## src/rtl/pll_tune_pkg.sv

```systemverilog
// Constants, register map and types for the loop tuning register set.
// Assumes a single 200 MHz clock shared by all users of this package.
package pll_tune_pkg;

    // ****************************************
    // Register offsets
    // ****************************************
    localparam logic [7:0] ADDR_AUX_DAMPING   = 8'h6A;
    localparam logic [7:0] ADDR_MAIN_DAMPING  = 8'h6B;
    localparam logic [7:0] ADDR_AUX_GAIN      = 8'h6C;
    localparam logic [7:0] ADDR_MAIN_GAIN     = 8'h6D;
    localparam logic [7:0] ADDR_OFFSET_LOW    = 8'h70;
    localparam logic [7:0] ADDR_OFFSET_HIGH   = 8'h71;
    localparam logic [7:0] ADDR_BUILDOUT_TRIM = 8'h72;

    // ****************************************
    // Reset values and writable bit masks
    // ****************************************
    localparam logic [7:0] RST_DAMPING   = 8'h13;
    localparam logic [7:0] RST_GAIN      = 8'hC2;
    localparam logic [7:0] RST_OFFSET    = 8'h00;
    localparam logic [7:0] RST_TRIM      = 8'h00;
    localparam logic [7:0] MASK_DAMPING  = 8'h77;
    localparam logic [7:0] MASK_GAIN     = 8'hF7;
    localparam logic [7:0] MASK_OFFSET   = 8'hFF;
    localparam logic [7:0] MASK_TRIM     = 8'h3F;

    // ****************************************
    // Field positions
    // ****************************************
    localparam int DAMP_CODE_LSB   = 0;
    localparam int LOW_RATE_LSB    = 4;
    localparam int AUTO_GAIN_BIT   = 7;
    localparam int HIGH_RATE_LSB   = 4;
    localparam int DIGITAL_LSB     = 0;
    localparam int FIELD3_W        = 3;

    // ****************************************
    // Damping factor in tenths
    // ****************************************
    localparam logic [7:0] DAMP_1P2  = 8'h0C;
    localparam logic [7:0] DAMP_2P5  = 8'h19;
    localparam logic [7:0] DAMP_5    = 8'h32;
    localparam logic [7:0] DAMP_10   = 8'h64;
    localparam logic [7:0] DAMP_20   = 8'hC8;
    localparam logic [7:0] DAMP_NONE = 8'h00;

    // ****************************************
    // Ramp timing
    // ****************************************
    localparam int CLOCK_PERIOD_PS   = 5000;
    localparam int RAMP_STEP_TIME_NS = 1000;
    localparam int RAMP_STEP_CYCLES  =
        (RAMP_STEP_TIME_NS * 1000 + CLOCK_PERIOD_PS - 1) / CLOCK_PERIOD_PS;
    localparam logic [15:0] RAMP_STEP = 16'h0001;

    // ****************************************
    // Enumerations
    // ****************************************
    typedef enum logic [1:0] {
        BW_18HZ   = 2'h0,
        BW_35HZ   = 2'h1,
        BW_70HZ   = 2'h2,
        BW_UNUSED = 2'h3
    } bandwidth_t;

    typedef enum logic [1:0] {
        LOCK_DIGITAL     = 2'h0,
        LOCK_ANALOG_HIGH = 2'h1,
        LOCK_ANALOG_LOW  = 2'h2
    } lock_mode_t;

    typedef enum logic [2:0] {
        DCODE_1P2 = 3'h1,
        DCODE_2P5 = 3'h2,
        DCODE_5   = 3'h3,
        DCODE_MID = 3'h4,
        DCODE_TOP = 3'h5
    } damp_code_t;

endpackage : pll_tune_pkg

```

## src/rtl/loop_tuning_select.sv

```systemverilog
// Damping factor and second detector gain selection for one loop.
// Assumes register fields and loop state arrive on the caller's clock.
`timescale 1ns/1ps
module loop_tuning_select
    import pll_tune_pkg::*;
(
    // Register fields
    input  wire logic [7:0] damping_reg,
    input  wire logic [7:0] gain_reg,
    // Loop state
    input  wire logic [1:0] bandwidth,
    input  wire logic [1:0] lock_mode,
    // Selections
    output logic [7:0]      damping_factor,
    output logic            detector_used,
    output logic [2:0]      detector_gain
);

    // ****************************************
    // Damping lookup
    // ****************************************
    function automatic logic [7:0] damping_lookup(input logic [2:0] code,
                                                  input logic [1:0] bw);
        logic [7:0] value;
        value = DAMP_NONE;
        case (code)
            DCODE_1P2: value = DAMP_1P2;
            DCODE_2P5: value = DAMP_2P5;
            DCODE_5:   value = DAMP_5;
            DCODE_MID: value = (bw == BW_35HZ || bw == BW_70HZ) ? DAMP_10 : DAMP_5;
            DCODE_TOP: begin
                if (bw == BW_70HZ) begin
                    value = DAMP_20;
                end else if (bw == BW_35HZ) begin
                    value = DAMP_10;
                end else begin
                    value = DAMP_5;
                end
            end
            default:   value = DAMP_NONE;
        endcase
        return value;
    endfunction : damping_lookup

    // ****************************************
    // Selection
    // ****************************************
    logic auto_gain_on;
    assign auto_gain_on = gain_reg[AUTO_GAIN_BIT];

    always_comb begin
        damping_factor = damping_lookup(damping_reg[DAMP_CODE_LSB +: FIELD3_W],
                                        bandwidth);
        detector_used  = auto_gain_on;
        detector_gain  = gain_reg[DIGITAL_LSB +: FIELD3_W];
        if (auto_gain_on) begin
            if (lock_mode == LOCK_ANALOG_LOW) begin
                detector_gain = damping_reg[LOW_RATE_LSB +: FIELD3_W];
            end else if (lock_mode == LOCK_ANALOG_HIGH) begin
                detector_gain = gain_reg[HIGH_RATE_LSB +: FIELD3_W];
            end
        end
    end

endmodule : loop_tuning_select

```

## src/rtl/pll_loop_tuning_registers.sv

```systemverilog
// Tuning register set for the primary and secondary loops.
// Assumes the serial port decoder and loop logic share this clock.
//
// Behaviour
// - Codes 001/010/011 give 1.2, 2.5, 5
// - Code 100 gives 5, 10, 10
// - Code 101 gives 5, 10, 20
// - Primary loop damping field, same mapping
// - Auto gain off: second detector unused
// - Auto gain on: gain from locking mode
// - Analog high rate uses gain bits 6:4
// - Digital or auto off uses bits 2:0
// - Phase offset is low and high byte
// - Locked loop ramps offset unless disabled
// - Offset ignored while build-out enabled
// - Build-out trim register, top bits unused
// - Each loop's own bandwidth selects its damping column
`timescale 1ns/1ps
module pll_loop_tuning_registers
    import pll_tune_pkg::*;
(
    // Clock and reset
    input  wire logic        clock,
    input  wire logic        rst,

    // Register port from serial decoder
    input  wire logic [7:0]  reg_addr,
    input  wire logic [7:0]  reg_wdata,
    input  wire logic        reg_write,
    input  wire logic        reg_read,
    output logic [7:0]       reg_rdata,
    output logic             reg_rvalid,

    // Settings held elsewhere in the device
    input  wire logic        buildout_enabled,
    input  wire logic        ramp_disabled,

    // Secondary loop state
    input  wire logic [1:0]  secondary_bandwidth,
    input  wire logic [1:0]  secondary_lock_mode,

    // Primary loop state
    input  wire logic [1:0]  primary_bandwidth,
    input  wire logic [1:0]  primary_lock_mode,
    input  wire logic        primary_locked,

    // Secondary loop tuning
    output logic [7:0]       secondary_damping_factor,
    output logic             secondary_detector_used,
    output logic [2:0]       secondary_detector_gain,

    // Primary loop tuning
    output logic [7:0]       primary_damping_factor,
    output logic             primary_detector_used,
    output logic [2:0]       primary_detector_gain,

    // Phase offset and build-out trim
    output logic [15:0]      applied_phase_offset,
    output logic [5:0]       buildout_mean_error_trim
);

    // ****************************************
    // State
    // ****************************************
    typedef struct packed {
        logic [7:0]  aux_loop_damping_cfg;
        logic [7:0]  main_loop_damping_cfg;
        logic [7:0]  aux_loop_detector_gain_cfg;
        logic [7:0]  main_loop_detector_gain_cfg;
        logic [7:0]  output_phase_offset_low;
        logic [7:0]  output_phase_offset_high;
        logic [7:0]  buildout_time_error_offset;

        logic [15:0] ramp_offset;
        logic [15:0] ramp_count;
        logic [7:0]  rdata;
        logic        rvalid;

        logic [7:0]  sec_damping;
        logic        sec_used;
        logic [2:0]  sec_gain;
        logic [7:0]  pri_damping;
        logic        pri_used;
        logic [2:0]  pri_gain;
        logic [15:0] offset_out;
        logic [5:0]  trim_out;
    } state_t;

    // ****************************************
    // Local constants
    // ****************************************
    localparam logic [15:0] RAMP_COUNT_LAST = 16'(RAMP_STEP_CYCLES - 1);
    localparam logic [15:0] OFFSET_ZERO     = 16'h0000;
    localparam logic [15:0] COUNT_ZERO      = 16'h0000;
    localparam logic [15:0] COUNT_ONE       = 16'h0001;
    localparam int          TRIM_W          = 6;

    state_t state;
    state_t next_state;

    // ****************************************
    // Selector outputs
    // ****************************************
    logic [7:0] sec_damping_sel;
    logic       sec_used_sel;
    logic [2:0] sec_gain_sel;
    logic [7:0] pri_damping_sel;
    logic       pri_used_sel;
    logic [2:0] pri_gain_sel;

    loop_tuning_select secondary_select (
        .damping_reg    (state.aux_loop_damping_cfg),
        .gain_reg       (state.aux_loop_detector_gain_cfg),
        .bandwidth      (secondary_bandwidth),
        .lock_mode      (secondary_lock_mode),
        .damping_factor (sec_damping_sel),
        .detector_used  (sec_used_sel),
        .detector_gain  (sec_gain_sel)
    );

    loop_tuning_select primary_select (
        .damping_reg    (state.main_loop_damping_cfg),
        .gain_reg       (state.main_loop_detector_gain_cfg),
        .bandwidth      (primary_bandwidth),
        .lock_mode      (primary_lock_mode),
        .damping_factor (pri_damping_sel),
        .detector_used  (pri_used_sel),
        .detector_gain  (pri_gain_sel)
    );

    // ****************************************
    // Helpers
    // ****************************************
    function automatic logic [7:0] masked_write(input logic [7:0] data,
                                                input logic [7:0] mask);
        return data & mask;
    endfunction : masked_write

    function automatic logic [15:0] step_toward(input logic [15:0] from,
                                                input logic [15:0] to);
        logic [15:0] result;
        result = from;
        if ($signed(to) > $signed(from)) begin
            result = from + RAMP_STEP;
        end else if ($signed(to) < $signed(from)) begin
            result = from - RAMP_STEP;
        end
        return result;
    endfunction : step_toward

    // ****************************************
    // Address decode
    // ****************************************
    typedef struct packed {
        logic aux_damping;
        logic main_damping;
        logic aux_gain;
        logic main_gain;
        logic offset_low;
        logic offset_high;
        logic trim;
    } reg_hit_t;

    function automatic reg_hit_t decode_addr(input logic [7:0] addr);
        reg_hit_t result;
        result.aux_damping  = (addr == ADDR_AUX_DAMPING);
        result.main_damping = (addr == ADDR_MAIN_DAMPING);
        result.aux_gain     = (addr == ADDR_AUX_GAIN);
        result.main_gain    = (addr == ADDR_MAIN_GAIN);
        result.offset_low   = (addr == ADDR_OFFSET_LOW);
        result.offset_high  = (addr == ADDR_OFFSET_HIGH);
        result.trim         = (addr == ADDR_BUILDOUT_TRIM);
        return result;
    endfunction : decode_addr

    reg_hit_t hit;
    assign hit = decode_addr(reg_addr);

    logic [15:0] target_offset;
    assign target_offset = {state.output_phase_offset_high,
                            state.output_phase_offset_low};

    // ****************************************
    // Next state
    // ****************************************
    always_comb begin
        next_state = state;

        // Register writes
        if (reg_write) begin
            if (hit.aux_damping) begin
                next_state.aux_loop_damping_cfg = masked_write(reg_wdata, MASK_DAMPING);
            end else if (hit.main_damping) begin
                next_state.main_loop_damping_cfg = masked_write(reg_wdata, MASK_DAMPING);
            end else if (hit.aux_gain) begin
                next_state.aux_loop_detector_gain_cfg = masked_write(reg_wdata, MASK_GAIN);
            end else if (hit.main_gain) begin
                next_state.main_loop_detector_gain_cfg = masked_write(reg_wdata, MASK_GAIN);
            end else if (hit.offset_low) begin
                next_state.output_phase_offset_low = masked_write(reg_wdata, MASK_OFFSET);
            end else if (hit.offset_high) begin
                next_state.output_phase_offset_high = masked_write(reg_wdata, MASK_OFFSET);
            end else if (hit.trim) begin
                next_state.buildout_time_error_offset =
                    masked_write(reg_wdata, MASK_TRIM);
            end
        end

        // Register reads, unmapped read as zero
        next_state.rvalid = reg_read;
        if (reg_read) begin
            if (hit.aux_damping) begin
                next_state.rdata = state.aux_loop_damping_cfg;
            end else if (hit.main_damping) begin
                next_state.rdata = state.main_loop_damping_cfg;
            end else if (hit.aux_gain) begin
                next_state.rdata = state.aux_loop_detector_gain_cfg;
            end else if (hit.main_gain) begin
                next_state.rdata = state.main_loop_detector_gain_cfg;
            end else if (hit.offset_low) begin
                next_state.rdata = state.output_phase_offset_low;
            end else if (hit.offset_high) begin
                next_state.rdata = state.output_phase_offset_high;
            end else if (hit.trim) begin
                next_state.rdata = state.buildout_time_error_offset;
            end else begin
                next_state.rdata = RST_OFFSET;
            end
        end

        // Offset ramp
        if (state.ramp_offset == target_offset) begin
            next_state.ramp_count = '0;
        end else if (primary_locked && !ramp_disabled) begin
            if (state.ramp_count == RAMP_COUNT_LAST) begin
                next_state.ramp_count  = '0;
                next_state.ramp_offset = step_toward(state.ramp_offset, target_offset);
            end else begin
                next_state.ramp_count = state.ramp_count + COUNT_ONE;
            end
        end else begin
            next_state.ramp_count  = '0;
            next_state.ramp_offset = target_offset;
        end

        // Registered outputs
        next_state.sec_damping = sec_damping_sel;
        next_state.sec_used    = sec_used_sel;
        next_state.sec_gain    = sec_gain_sel;
        next_state.pri_damping = pri_damping_sel;
        next_state.pri_used    = pri_used_sel;
        next_state.pri_gain    = pri_gain_sel;
        next_state.offset_out  = buildout_enabled ? OFFSET_ZERO : state.ramp_offset;
        next_state.trim_out    = state.buildout_time_error_offset[TRIM_W-1:0];
    end

    // ****************************************
    // Registers
    // ****************************************
    always_ff @(posedge clock) begin
        if (rst) begin
            state.aux_loop_damping_cfg        <= RST_DAMPING;
            state.main_loop_damping_cfg       <= RST_DAMPING;
            state.aux_loop_detector_gain_cfg  <= RST_GAIN;
            state.main_loop_detector_gain_cfg <= RST_GAIN;
            state.output_phase_offset_low     <= RST_OFFSET;
            state.output_phase_offset_high    <= RST_OFFSET;
            state.buildout_time_error_offset  <= RST_TRIM;

            state.ramp_offset                 <= OFFSET_ZERO;
            state.ramp_count                  <= COUNT_ZERO;
            state.rdata                       <= 8'h00;
            state.rvalid                      <= 1'b0;

            state.sec_damping                 <= DAMP_NONE;
            state.sec_used                    <= 1'b0;
            state.sec_gain                    <= 3'h0;
            state.pri_damping                 <= DAMP_NONE;
            state.pri_used                    <= 1'b0;
            state.pri_gain                    <= 3'h0;
            state.offset_out                  <= OFFSET_ZERO;
            state.trim_out                    <= 6'h00;
        end else begin
            state <= next_state;
        end
    end

    // ****************************************
    // Outputs
    // ****************************************
    assign reg_rdata                = state.rdata;
    assign reg_rvalid               = state.rvalid;

    assign secondary_damping_factor = state.sec_damping;
    assign secondary_detector_used  = state.sec_used;
    assign secondary_detector_gain  = state.sec_gain;
    assign primary_damping_factor   = state.pri_damping;
    assign primary_detector_used    = state.pri_used;
    assign primary_detector_gain    = state.pri_gain;

    assign applied_phase_offset     = state.offset_out;
    assign buildout_mean_error_trim = state.trim_out;

endmodule : pll_loop_tuning_registers

```

## config.mk

```make
export PLATFORM = sky130hd
export DESIGN_NAME = pll_loop_tuning_registers
export DESIGN_NICKNAME = d
export VERILOG_FILES = /design/src/rtl/pll_tune_pkg.sv /design/src/rtl/loop_tuning_select.sv /design/src/rtl/pll_loop_tuning_registers.sv
export SDC_FILE = /design/constraint.sdc
export NUM_CORES = 1
export LEC_CHECK = 0
export BUFFER_PORTS_ARGS = -buffer_cell sky130_fd_sc_hd__buf_2
export CAP_MARGIN = 10
export CORE_MARGIN = 2
export CORE_UTILIZATION = 50
export CTS_BUF_LIST = sky130_fd_sc_hd__clkbuf_8 sky130_fd_sc_hd__clkbuf_16
export DETAILED_ROUTE_END_ITERATION = 10
export PLACE_DENSITY = 0.7
export SLEW_MARGIN = 10
export SYNTH_ARGS = -nofsm -noshare
export SYNTH_HDL_FRONTEND = slang
export SYNTH_SLANG_ARGS = --single-unit
```

## constraint.sdc

```tcl
create_clock -name clock -period 5.4 [get_ports clock]
set_clock_uncertainty 0.2 [all_clocks]
set_input_delay 1.08 -clock clock [delete_from_list [all_inputs] [get_ports clock]]
set_output_delay 1.08 -clock clock [all_outputs]
set_load 0.01 [all_outputs]
```

Word level (Yosys, flattened, before mapping)
Index checks and enable logic that the tools add are counted.
{"block": "word_totals", "ff_bits": 135, "inputBits": 31, "out_inout_bits": 55}
{"block": "classes", "bitwise": 8, "addsub": 3, "n_mux": 26, "n_eq_ne": 29, "n_reduce_logical": 14, "order_cmp": 2}
{"operator": "case mux 8 bit (5 select lines)", "n": 2}
{"operator": "two-way mux 16 bit", "n": 4}
{"operator": "two-way mux 8 bit", "n": 8}
{"operator": "== test 8 x 7 -> 1 bit (second input constant)", "n": 7}
{"operator": "adder 16 x 1 -> 16 bit (second input constant)", "n": 2}
{"operator": "two-way mux 32 bit", "n": 1}
{"operator": "two-way mux 7 bit", "n": 4}
{"operator": "two-way mux 3 bit", "n": 6}
{"operator": "== test 16 bit", "n": 1}
{"operator": "== test 16 x 8 -> 1 bit (second input constant)", "n": 1}
{"operator": "> comparator 16 bit", "n": 1}
{"operator": "< comparator 16 bit", "n": 1}
{"operator": "subtractor 16 x 1 -> 16 bit (second input constant)", "n": 1}
{"operator": "== test 3 x 2 -> 1 bit (second input constant)", "n": 4}
{"operator": "== test 3 bit (second input constant)", "n": 4}
{"operator": "== test 2 x 1 -> 1 bit (second input constant)", "n": 4}
{"operator": "== test 2 bit (second input constant)", "n": 4}
{"operator": "inverter 1 bit", "n": 8}
{"operator": "AND reduction 8 bit", "n": 1}
{"operator": "AND reduction 7 bit", "n": 1}
{"operator": "== test 3 x 1 -> 1 bit (second input constant)", "n": 2}
{"operator": "two-way mux 6 bit", "n": 1}
{"operator": "AND reduction 3 bit", "n": 2}
{"operator": "AND reduction 6 bit", "n": 1}
{"operator": "other kinds (10)", "n": 11}

Logic depth before layout (Yosys ltp)
Gate-level depths: netlist (run 1).
{"block": "logic_depth", "word_depth": 8, "mapped_depth": 16, "depth_no_buf": 16}

Hierarchy
Synthesis (run 1) repeated with hierarchy kept, for this count alone.
{"block": "unflattened", "hier_cells": 829, "hier_area_um2": 7148.1}
{"mod": "pll_loop_tuning_registers", "seq_area_each_um2": 2702.6, "cells_per_inst": 747, "area_per_inst_um2": 6620.1, "n_inst": 1}
{"mod": "loop_tuning_select", "seq_area_each_um2": 0.0, "cells_per_inst": 41, "area_per_inst_um2": 264.0, "n_inst": 2}

Worst setup path after synthesis (run 1)
OpenSTA, ideal clock, no wires.
{"block": "synth_timing", "kind": "register -> register", "start": "register state[72] (netlist bit)", "end": "register state[84] (netlist bit)", "slack_ps": 1248, "arrival_ps": 3830, "required_time_ps": 5078, "setup_ps": 122, "period_less_slack_ps": 4152, "path_stages_with_launch": 16, "cell_sequence": "dfxtp_1 inv_1 ha_1 nor2b_1 o211ai_1 a2111oi_0 nor4_1 mux2i_2 ha_1 a211oi_2 o21ai_2 a2111oi_4 o21ai_1 xor2_1 mux2i_1 a21oi_1"}
{"block": "synth_via", "elab_chain_len": 5}
{"element": "from (decl)", "line_no": "pll_loop_tuning_registers.sv:98", "source": "state_t state;"}
{"element": "from (signal assigned)", "line_no": "pll_loop_tuning_registers.sv:284", "source": "state <= next_state;"}
{"element": "subtractor 16 x 1 -> 16 bit", "line_no": "pll_loop_tuning_registers.sv:146", "source": "result = from - RAMP_STEP;"}
{"element": "two-way mux 16 bit", "line_no": "pll_loop_tuning_registers.sv:145", "source": "end else if ($signed(to) < $signed(from)) begin"}
{"element": "two-way mux 16 bit", "line_no": "pll_loop_tuning_registers.sv:143", "source": "if ($signed(to) > $signed(from)) begin"}
{"element": "two-way mux 16 bit", "line_no": "pll_loop_tuning_registers.sv:235", "source": "if (state.ramp_count == RAMP_COUNT_LAST) begin"}
{"element": "two-way mux 32 bit", "line_no": "pll_loop_tuning_registers.sv:234", "source": "end else if (primary_locked && !ramp_disabled) begin"}
Parallel ways exist; a longest one is shown, timed or not. The select of a mux whose other input is x is not followed.
A chain may end at the register's enable or synchronous reset.

Worst setup path after layout (run 1)
Ends and elaborated chain as after synthesis.

==> results.json, run 1 <==
{
  "p_seq_share_pct": 28.0,
  "fp.dieW_um": 124,
  "slew_violations": 0,
  "worst_setup_path_end_kind": "flop",
  "p_sw_uw": 1390,
  "crit_family": "compound AO/OA/AOI/OAI gates",
  "cp.required_ps": 5460,
  "final_util_pct": 57.3,
  "startpoint": "state[72]",
  "ir_drop_v": 0.000245,
  "synth_edf_count": 0,
  "sw_frac_of_total_pct": 35.3,
  "timing.final.crit_share_pct": 82.5,
  "worstPathCellList": "inv_1, ha_1, nor2b_1, o211ai_1, a2111oi_0, nor4_1, mux2i_2, ha_1, a211oi_2, o21ai_2, a2111oi_4, o21ai_1, xor2_1, mux2i_1, a21oi_1",
  "drt-total-wl_mm": 17.0,
  "die_height_um": 124,
  "relSlewSlack_pct": 23.1,
  "cts_tree": "built",
  "synth_fp_nets": 907,
  "yosys.area.top_type": "dfxtp_1",
  "synth_top_cell_area_share_pct": 37.6,
  "p_int_uw": 2560,
  "first_pass_iters": 5,
  "wl_per_cell_um": 16.1,
  "clk_latency_ps": 420,
  "netlist_area_mm2": 0.00718,
  "antenna_found_initial": 0,
  "combPwrFrac_pct": 39.0,
  "power_frac_clock_pct": 33.0,
  "crit_top_cell": "ha_1",
  "synth_ff_type": "dfxtp_1",
  "path_clk_slew_ps": 60,
  "port_buffers": 85,
  "critical_path_class": "flop to flop",
  "ys_types": 68,
  "dp_hpwl_mm": 12.0,
  "clkSinkCount": 135,
  "status": "complete, no violations",
  "crit_fanout": 11,
  "synth_warnings": 0,
  "gp_congestion": 0.950,
  "grt_usage_pct": 22.8,
  "critPathLaunchType": "flop",
  "ant_nets": 0,
  "power_density_mw_per_mm2": 495,
  "setup_tns_ps": 0,
  "area_growth_pct": 11.3,
  "async_reset_ff_share_pct": 0,
  "worstReg2RegStart": "state[72]",
  "num_rows": 43,
  "synthTopCellsByArea": "dfxtp_1 38%, mux2i_1 6.6%, ha_1 6.4%",
  "cts_resized": 0,
  "clock_path_buffers": 2,
  "setup_viol": 0,
  "cts_buffers": 17,
  "fmax_mhz": 225,
  "hold_class": "flop to flop",
  "final_common_cell": "dfxtp_1",
  "overflow": 0,
  "drt_iter0_drc": 467,
  "worstMarginPinSlew_ps": 1150,
  "rsz0062_at_grt": "false",
  "grt_pass1_wl_mm": 26.5,
  "grt_max_degree": 93,
  "die_area_mm2": 0.0153,
  "cp.arrival_ps": 4510,
  "cts_max_level": 4,
  "cellLeakagePower_uw": 0.00332,
  "drv_cap": 0,
  "grt_pass1_vias": 5183,
  "cts_hold_buf": 0,
  "vias_per_cell": 5.58,
  "initial_core_util_pct": 51.5,
  "finalHoldViolCount": 0,
  "cts_root_buffer": "clkbuf_16",
  "io_pins": 86,
  "post-route-min-period_ps": 4450,
  "ys_seq_area_share_pct": 37.6,
  "crit_slowest_cell": "mux2i_2",
  "coreArea_mm2": 0.0139,
  "cts_setup_buffers": 0,
  "synth.avg_cell_area_um2": 8.57,
  "nets": 928,
  "worstHoldStart": "reg_rdata[7]",
  "final_cell_mix": "135 x dfxtp_1, 94 x nor2_1, 84 x buf_2, 79 x nand2_1, 55 x a21oi_1",
  "drive_above_1_share_pct": 16.9,
  "antennaDiodeCount": 0,
  "critPathMaxStageDelay_ps": 690,
  "synth_seq_cells": 135,
  "vias": 5867,
  "path_buf_inv": 1,
  "postSynthCellCount": 838,
  "drc": 0
}
[layout make-up]
| class | count | area, um2 |
|---|---|---|
| repair buffers | 89 | 458 |
| clock buffers | 18 | 439 |
| multi-input cells | 583 | 3810 |
| inverters | 33 | 124 |
| well taps | 180 | 225 |
| clock inverters | 14 | 230 |
| fillers | 1283 | 5940 |
| flip-flops and latches | 135 | 2700 |
[worst min-delay path, cell delays in order (launching register included)]
cell and delay (ps):
dfxtp_1 310, nand2_1 60, a21oi_1 50
[synth_stat cells, types with 3 or more instances]
| library cell | n |
|---|---|
| buf_2 | 6 |
| xor2_1 | 11 |
| dfxtp_1 | 135 |
| nand3b_1 | 5 |
| a311oi_1 | 5 |
| buf_1 | 3 |
| inv_1 | 33 |
| ha_1 | 37 |
| o21ai_0 | 22 |
| nor2b_1 | 19 |
| clkbuf_1 | 22 |
| o221ai_1 | 4 |
| o211ai_1 | 4 |
| nand2b_1 | 15 |
| nor2_1 | 94 |
| a21boi_0 | 3 |
| a211oi_1 | 14 |
| o21ai_1 | 8 |
| buf_4 | 56 |
| mux2i_1 | 47 |
| nand2_1 | 79 |
| and3_1 | 7 |
| nor3_1 | 34 |
| nand4_1 | 8 |
| nand3_1 | 22 |
| o21bai_1 | 3 |
| a21o_1 | 6 |
| xnor2_1 | 11 |
| a31oi_1 | 11 |
| a21oi_1 | 55 |
| o22ai_1 | 10 |
[power groups by stage]
stage | Clock, uW | Combinational [uW] | Sequential, uW
final | 1300 | 1540 | 1110
after global routing | 1370 | 1730 | 1110
after CTS | 1330 | 1530 | 1110
after detailed placement | 0 | 1500 | 1130
after global placement | 0 | 1490 | 1120
after floorplan | 0 | 1250 | 1110
[registers in the layout, indices dropped and copies added, names as in the netlist]
name,cells
reg_rvalid,1
state,74
buildout_mean_error_trim,6
applied_phase_offset,16
primary_damping_factor,8
primary_detector_gain,3
secondary_detector_used,1
reg_rdata,8
primary_detector_used,1
secondary_detector_gain,3
next_state,6
secondary_damping_factor,8
[kinds of logic after synthesis]
| group | synth area share [%] |
|---|---|
| and+or+nand+nor | 21.6 |
| AOI/OAI and AO/OA | 15.0 |
| DFF | 37.6 |
| adders and majority gates | 6.72 |
| xor gates and xnor gates | 2.68 |
| buffers and inverters | 9.30 |
| muxes | 7.06 |
[metal layers]
layer  share of wire [%]  global-route usage [%]  routed length [um]
met1                  47                    31.3                7980
met2                  44                    34.6                7510
met3                 7.5                    5.82                1270
met4                 1.2                    8.03                 208
met5                   0                       0                   0
[worst paths after layout]
kind	end	slack, ps	cells after the start
setup / recovery	state[84]	950	15
setup reg to reg	state[84]	950	15
hold / removal	reg_rdata[7]	270	2
hold reg to reg	reg_rdata[7]	270	2
[stage by stage]
stage | setup WS, ps | std cells | hold slack [ps] | instance area, um2 | power, uW
global placement | 1140 | 1020 | 246 | 7320 | 2620
floorplan | 1250 | 838 | 230 | 7180 | 2360
global route | 607 | 1052 | 280 | 7990 | 4220
finish | 947 | 1052 | 271 | 7990 | 3950
CTS | 978 | 1052 | 270 | 7990 | 3960
detailed placement | 1040 | 1020 | 259 | 7320 | 2630
No activity file was read; power rests on OpenSTA's default activity.
==> inputs of run 2 (changes only) <==
--- a/config.mk
+++ b/config.mk
@@ -5,6 +5,7 @@
 export SDC_FILE = /design/constraint.sdc
 export NUM_CORES = 1
 export LEC_CHECK = 0
+export ABC_AREA = 1
 export BUFFER_PORTS_ARGS = -buffer_cell sky130_fd_sc_hd__buf_2
 export CAP_MARGIN = 10
 export CORE_MARGIN = 2
==> constraint.sdc (replaced) <==
create_clock -name clock -period 4.45 [get_ports clock]
set_clock_uncertainty 0.2 [all_clocks]
set_input_delay 0.89 -clock clock [delete_from_list [all_inputs] [get_ports clock]]
set_output_delay 0.89 -clock clock [all_outputs]
set_load 0.01 [all_outputs]
==> results.json, run 2 <==
{
  "status": "complete, no violations",
  "cts_root_buffer": "clkbuf_16",
  "grt_usage_pct": 22.8,
  "cts_hold_buf": 0,
  "crit_top_cell": "nand2_1",
  "io_pins": 86,
  "critPathMaxStageDelay_ps": 360,
  "cts_setup_buffers": 0,
  "yosys.area_share.xor_xnor_pct": 1.15,
  "die_area_mm2": 0.0147,
  "grt_max_degree": 58,
  "grt_pass1_wl_mm": 26.1,
  "critical_path_class": "flop to flop",
  "cts_resized": 0,
  "hold_class": "flop to flop",
  "post-route-min-period_ps": 3690,
  "clock_path_buffers": 2,
  "netlist_area_mm2": 0.00685,
  "synth_top_family_by_area": "simple AND/OR/NAND/NOR gates",
  "final_util_pct": 57.2,
  "vias": 5862,
  "ant_nets": 0,
  "largest_reg_flops": 74,
  "fin_total_pwr_uw": 4470,
  "nets": 1006,
  "path_buf_inv": 3,
  "coreArea_mm2": 0.0133,
  "clkSinkCount": 135,
  "crit_family": "simple AND/OR/NAND/NOR gates",
  "drc": 0,
  "combPwrFrac_pct": 40.5,
  "overflow": 0,
  "crit_fanout": 6,
  "ir_drop_v": 0.000419,
  "fill_cells": 1276,
  "synth-adder-area-share_pct": 7.05,
  "p_int_uw": 2740,
  "relSlewSlack_pct": 51.6,
  "cellLeakagePower_uw": 0.00350,
  "cts_max_level": 4,
  "p_seq_share_pct": 30.0,
  "yosysMostFrequentCell": "nand2_1",
  "cp.arrival_ps": 3800,
  "synth_warnings": 0,
  "synth_compound_area_share_pct": 18.3,
  "synth_ff_type": "dfxtp_1",
  "die_height_um": 121,
  "clk_latency_ps": 430,
  "timing.final.crit_share_pct": 82.8,
  "critPathLaunchType": "flop",
  "synthMuxAreaShare_pct": 0,
  "worstMarginPinSlew_ps": 724,
  "power_density_mw_per_mm2": 588,
  "power_frac_clock_pct": 29.5,
  "drt_iter0_drc": 544,
  "synth_seq_cells": 135,
  "first_pass_iters": 5,
  "fin_ws_ps": 763,
  "placed_cell_area_mm2": 0.00704,
  "vias_per_cell": 5.21,
  "slew_violations": 0,
  "cts_buffers": 17,
  "synthTopCellsByArea": "dfxtp_1 39%, nand2_1 7.9%, a21oi_1 7.2%",
  "yosys.area.top_type": "dfxtp_1",
  "crit_slowest_cell": "fa_1",
  "synth.avg_cell_area_um2": 7.57,
  "cp.required_ps": 4560,
  "p_sw_uw": 1730,
  "cts_tree": "built",
  "ys_types": 45,
  "worst_setup_path_end_kind": "flop",
  "final_cell_mix": "144 x nand2_1, 135 x dfxtp_1, 103 x inv_1, 98 x a21oi_1, 87 x nor2_1",
  "sw_frac_of_total_pct": 38.7,
  "fmax_mhz": 271,
  "antenna_found_initial": 0,
  "initial_core_util_pct": 51.6,
  "worstPathCellList": "inv_1, ha_1, nand2_1, nor3_1, nand3_1, nand3_1, inv_1, fa_1, inv_1, nand2_1, a21oi_1, nand2_1, nand3b_1, nand2_1, nand2_1, nand3_1, nand2_1, a21oi_1, o21ai_0, a21oi_1",
  "wl_per_cell_um": 14.2,
  "regMostFlops": "state",
  "grt_pass1_vias": 5380,
  "port_buffers": 85,
  "antennaDiodeCount": 0,
  "final_area_mm2": 0.00761,
  "dp_slack_ps": 843,
  "async_reset_ff_share_pct": 0,
  "setup_tns_ps": 0,
  "ys_seq_area_share_pct": 39.4,
  "synth_edf_count": 0,
  "drt-total-wl_mm": 16.0,
  "synth-simple-area-share_pct": 20.6,
  "final_common_cell": "nand2_1",
  "fp.dieW_um": 121,
  "gp_congestion": 0.859,
  "rsz0062_at_grt": "false",
  "synth_top_cell_area_share_pct": 39.4,
  "area_growth_pct": 11.0,
  "drv_cap": 0,
  "synth_fp_nets": 974,
  "num_rows": 42,
  "setup_viol": 0,
  "dp_hpwl_mm": 11.7,
  "finalHoldViolCount": 0,
  "synth_commonest_cells": "144 x nand2_1, 135 x dfxtp_1, 102 x inv_1",
  "path_clk_slew_ps": 60,
  "drive_above_1_share_pct": 16.7,
  "postSynthCellCount": 905
}
run 2: cell types whose count changed in the layout (fill, tap and decap cells not counted), moves of 9 or more:
cell / change
inv_1: +68
nand2_1: +65
mux2i_1: -47
a21oi_1: +43
nor3_1: -28
o21ai_0: +24
nor2b_1: -19
nand2b_1: -15
inv_2: +14
o21ai_1: +9
xnor2_1: -9
run 2: routing by layer:
metal	GRT usage [%]	wire (um)	up-vias
li1	-	-	3031
met1	31.4	7610	2603
met2	34.0	6870	197
met3	5.50	1210	31
met4	9.59	320	0
met5	0	0	-
run 2: power by group through the flow:
stage	logic (uW)	clock network (uW)	registers, uW
after floorplan	1430	0	1350
after global placement	1780	0	1360
after detailed placement	1790	0	1370
after CTS	1800	1330	1340
after global routing	2070	1380	1350
final	1810	1320	1340
run 2: layout make-up:
type                       instances  area [um2]  share of cell area [%]
clock inverter                    10        68.8                   0.905
clock buffer                      22         494                    6.50
inverter                         116         435                    5.72
timing repair buffer              90         463                    6.09
sequential                       135        2700                    35.5
tap                              176         220                    2.89
multi-input combinational        577        3220                    42.4
run 2: final timing paths:
kind	startpoint	endpoint	slack (ps)	cells after the start
hold / removal	state[55]	state[55]	260	1
setup reg to reg	state[86]	state[83]	760	20
hold reg to reg	state[55]	state[55]	260	1
setup / recovery	state[86]	state[83]	760	20
run 2: through the flow:
step                      hold WS, ps  std cells
after floorplan                   229        905
after global placement            243       1094
after detailed placement          252       1094
after CTS                         264       1126
after global routing              281       1126
final                             258       1126
run 2: cell families after synthesis:
family	Yosys count
AOI/OAI and AO/OA	219
xor gates and xnor gates	9
adders and majority gates	38
buffers and inverters	193
DFF	135
and+or+nand+nor	311
==> inputs of run 3 (changes only) <==
--- a/config.mk
+++ b/config.mk
@@ -5,7 +5,7 @@
 export SDC_FILE = /design/constraint.sdc
 export NUM_CORES = 1
 export LEC_CHECK = 0
-export ABC_AREA = 1
+export ABC_AREA = 0
 export BUFFER_PORTS_ARGS = -buffer_cell sky130_fd_sc_hd__buf_2
 export CAP_MARGIN = 10
 export CORE_MARGIN = 2
==> constraint.sdc (replaced) <==
create_clock -name clock -period 3.72 [get_ports clock]
set_clock_uncertainty 0.2 [all_clocks]
set_input_delay 0.744 -clock clock [delete_from_list [all_inputs] [get_ports clock]]
set_output_delay 0.744 -clock clock [all_outputs]
set_load 0.01 [all_outputs]
==> results.json, run 3 (synthesis gave the netlist of run 1 again) <==
{
  "dp_hpwl_mm": 12.8,
  "regArea_mm2": 0.00271,
  "die_height_um": 124,
  "timing.final.crit_share_pct": 102,
  "final_util_pct": 60.4,
  "wl_per_cell_um": 16.2,
  "violations": "setup timing",
  "clk_latency_ps": 420,
  "vias_per_cell": 5.46,
  "cellLeakagePower_uw": 0.00353,
  "num_rows": 43,
  "drt-total-wl_mm": 17.7,
  "gp_congestion": 0.969,
  "fmax_mhz": 264,
  "grt_usage_pct": 23.7,
  "worst_setup_path_end_kind": "flop",
  "largest_reg_flops": 74,
  "cts_buffers": 17,
  "slew_violations": 0,
  "cts_hold_buf": 0,
  "regMostFlops": "state",
  "cp.required_ps": 3820,
  "crit_fanout": 11,
  "reg2reg_slack_ps": -60,
  "coreArea_mm2": 0.0139,
  "ir_drop_v": 0.000434,
  "path_clk_slew_ps": 60,
  "rsz0062_at_grt": "true",
  "grt_max_degree": 61,
  "setup_tns_ps": -120,
  "area_growth_pct": 17.2,
  "nets": 971,
  "rr_endpoint": "state[84]",
  "post-route-min-period_ps": 3780,
  "cts_tree": "built",
  "finalHoldViolCount": 0,
  "die_area_mm2": 0.0153,
  "ant_nets": 0,
  "drv_cap": 0,
  "port_buffers": 85,
  "setup_viol": 4,
  "drive_above_1_share_pct": 23.5,
  "io_pins": 86,
  "fin_ws_ps": -62.6,
  "fp.dieW_um": 124,
  "power_density_mw_per_mm2": 717,
  "multi_input_area_mm2": 0.00400,
  "dp_slack_ps": -8.33,
  "drc": 0,
  "clock_path_buffers": 2,
  "grt_pass1_wl_mm": 27.8,
  "initial_core_util_pct": 51.5,
  "r2r_cells": 16,
  "startpoint": "state[72]",
  "antenna_found_initial": 0,
  "drt_iter0_drc": 451,
  "cts_max_level": 4,
  "final_common_cell": "dfxtp_1",
  "worstReg2RegStart": "state[72]",
  "cts_root_buffer": "clkbuf_16",
  "critical_path_class": "flop to flop",
  "crit_end": "state[84]",
  "final_cell_mix": "133 x dfxtp_1, 94 x nor2_1, 84 x buf_2, 79 x nand2_1, 52 x a21oi_1",
  "fill_cells": 1259,
  "overflow": 0,
  "clkSinkCount": 135,
  "relSlewSlack_pct": 52.9,
  "holdWs_ps": 254,
  "cp.arrival_ps": 3880,
  "first_pass_iters": 5,
  "grt_pass1_vias": 5486,
  "hold_class": "flop to flop",
  "critPathLaunchType": "flop",
  "worstMarginPinSlew_ps": 705,
  "vias": 5966,
  "status": "finished with violations",
  "antennaDiodeCount": 0
}
-- run 3: how the worst min path moves through the flow --
stage / from / to / slack [ps] / cells after the start
floorplan: state[55] / state[55] / 230 / 1
global placement: state[55] / state[55] / 240 / 1
detailed placement: state[55] / state[55] / 250 / 1
CTS: reg_rdata[0] / reg_rdata[0] / 260 / 2
global route: reg_rdata[0] / reg_rdata[0] / 270 / 2
finish: reg_rdata[0] / reg_rdata[0] / 250 / 2
-- run 3: repair_timing --
item,4_1_cts,5_1_grt
gates resized for setup,7,12
setup buffers,0,1
setup endpoints to repair,7,11
pin swaps,1,4
-- run 3: per-layer routing --
layer	global-route usage, %	share of wire [%]	wire (um)
met3	6.36	6.9	1230
met5	0	0	0
met1	32.2	46	8210
met4	6.61	1.4	254
met2	37.3	45	8020
-- run 3: cell type report --
type,count,share of cell area [%]
clock buffers,22,5.87
clock inverters,8,0.877
inverters,33,1.47
multi-input cells,583,47.5
flip-flops and latches,135,32.1
well taps,180,2.68
repair buffers,132,9.47
-- run 3: stage by stage --
step                instances  instance area [um2]  total power, uW
floorplan                 838                 7300             3580
global placement         1062                 7770             4200
detailed placement       1062                 7770             4240
CTS                      1092                 8370             5930
global route             1093                 8410             6470
finish                   1093                 8410             6030
-- run 3: power by group --
part           switching, uW  total (uW)  internal [uW]
sequential              44.7        1590           1540
combinational           1570        2870           1300
clock                    588        1580            993
total                   2200        6030           3830
-- run 3: critical path, stage by stage, from the launching register on --
cell and delay [ps]:
dfxtp_2 330, inv_2 50, ha_4 230, nor2b_4 120, o211ai_1 230, a2111oi_2 130, nor4_2 360, mux2i_4 330
buf_12 180, ha_4 220, a211oi_4 230, o21ai_2 110, a2111oi_4 440, o21ai_1 140, xor2_1 160, mux2i_1 130
a21oi_1 80
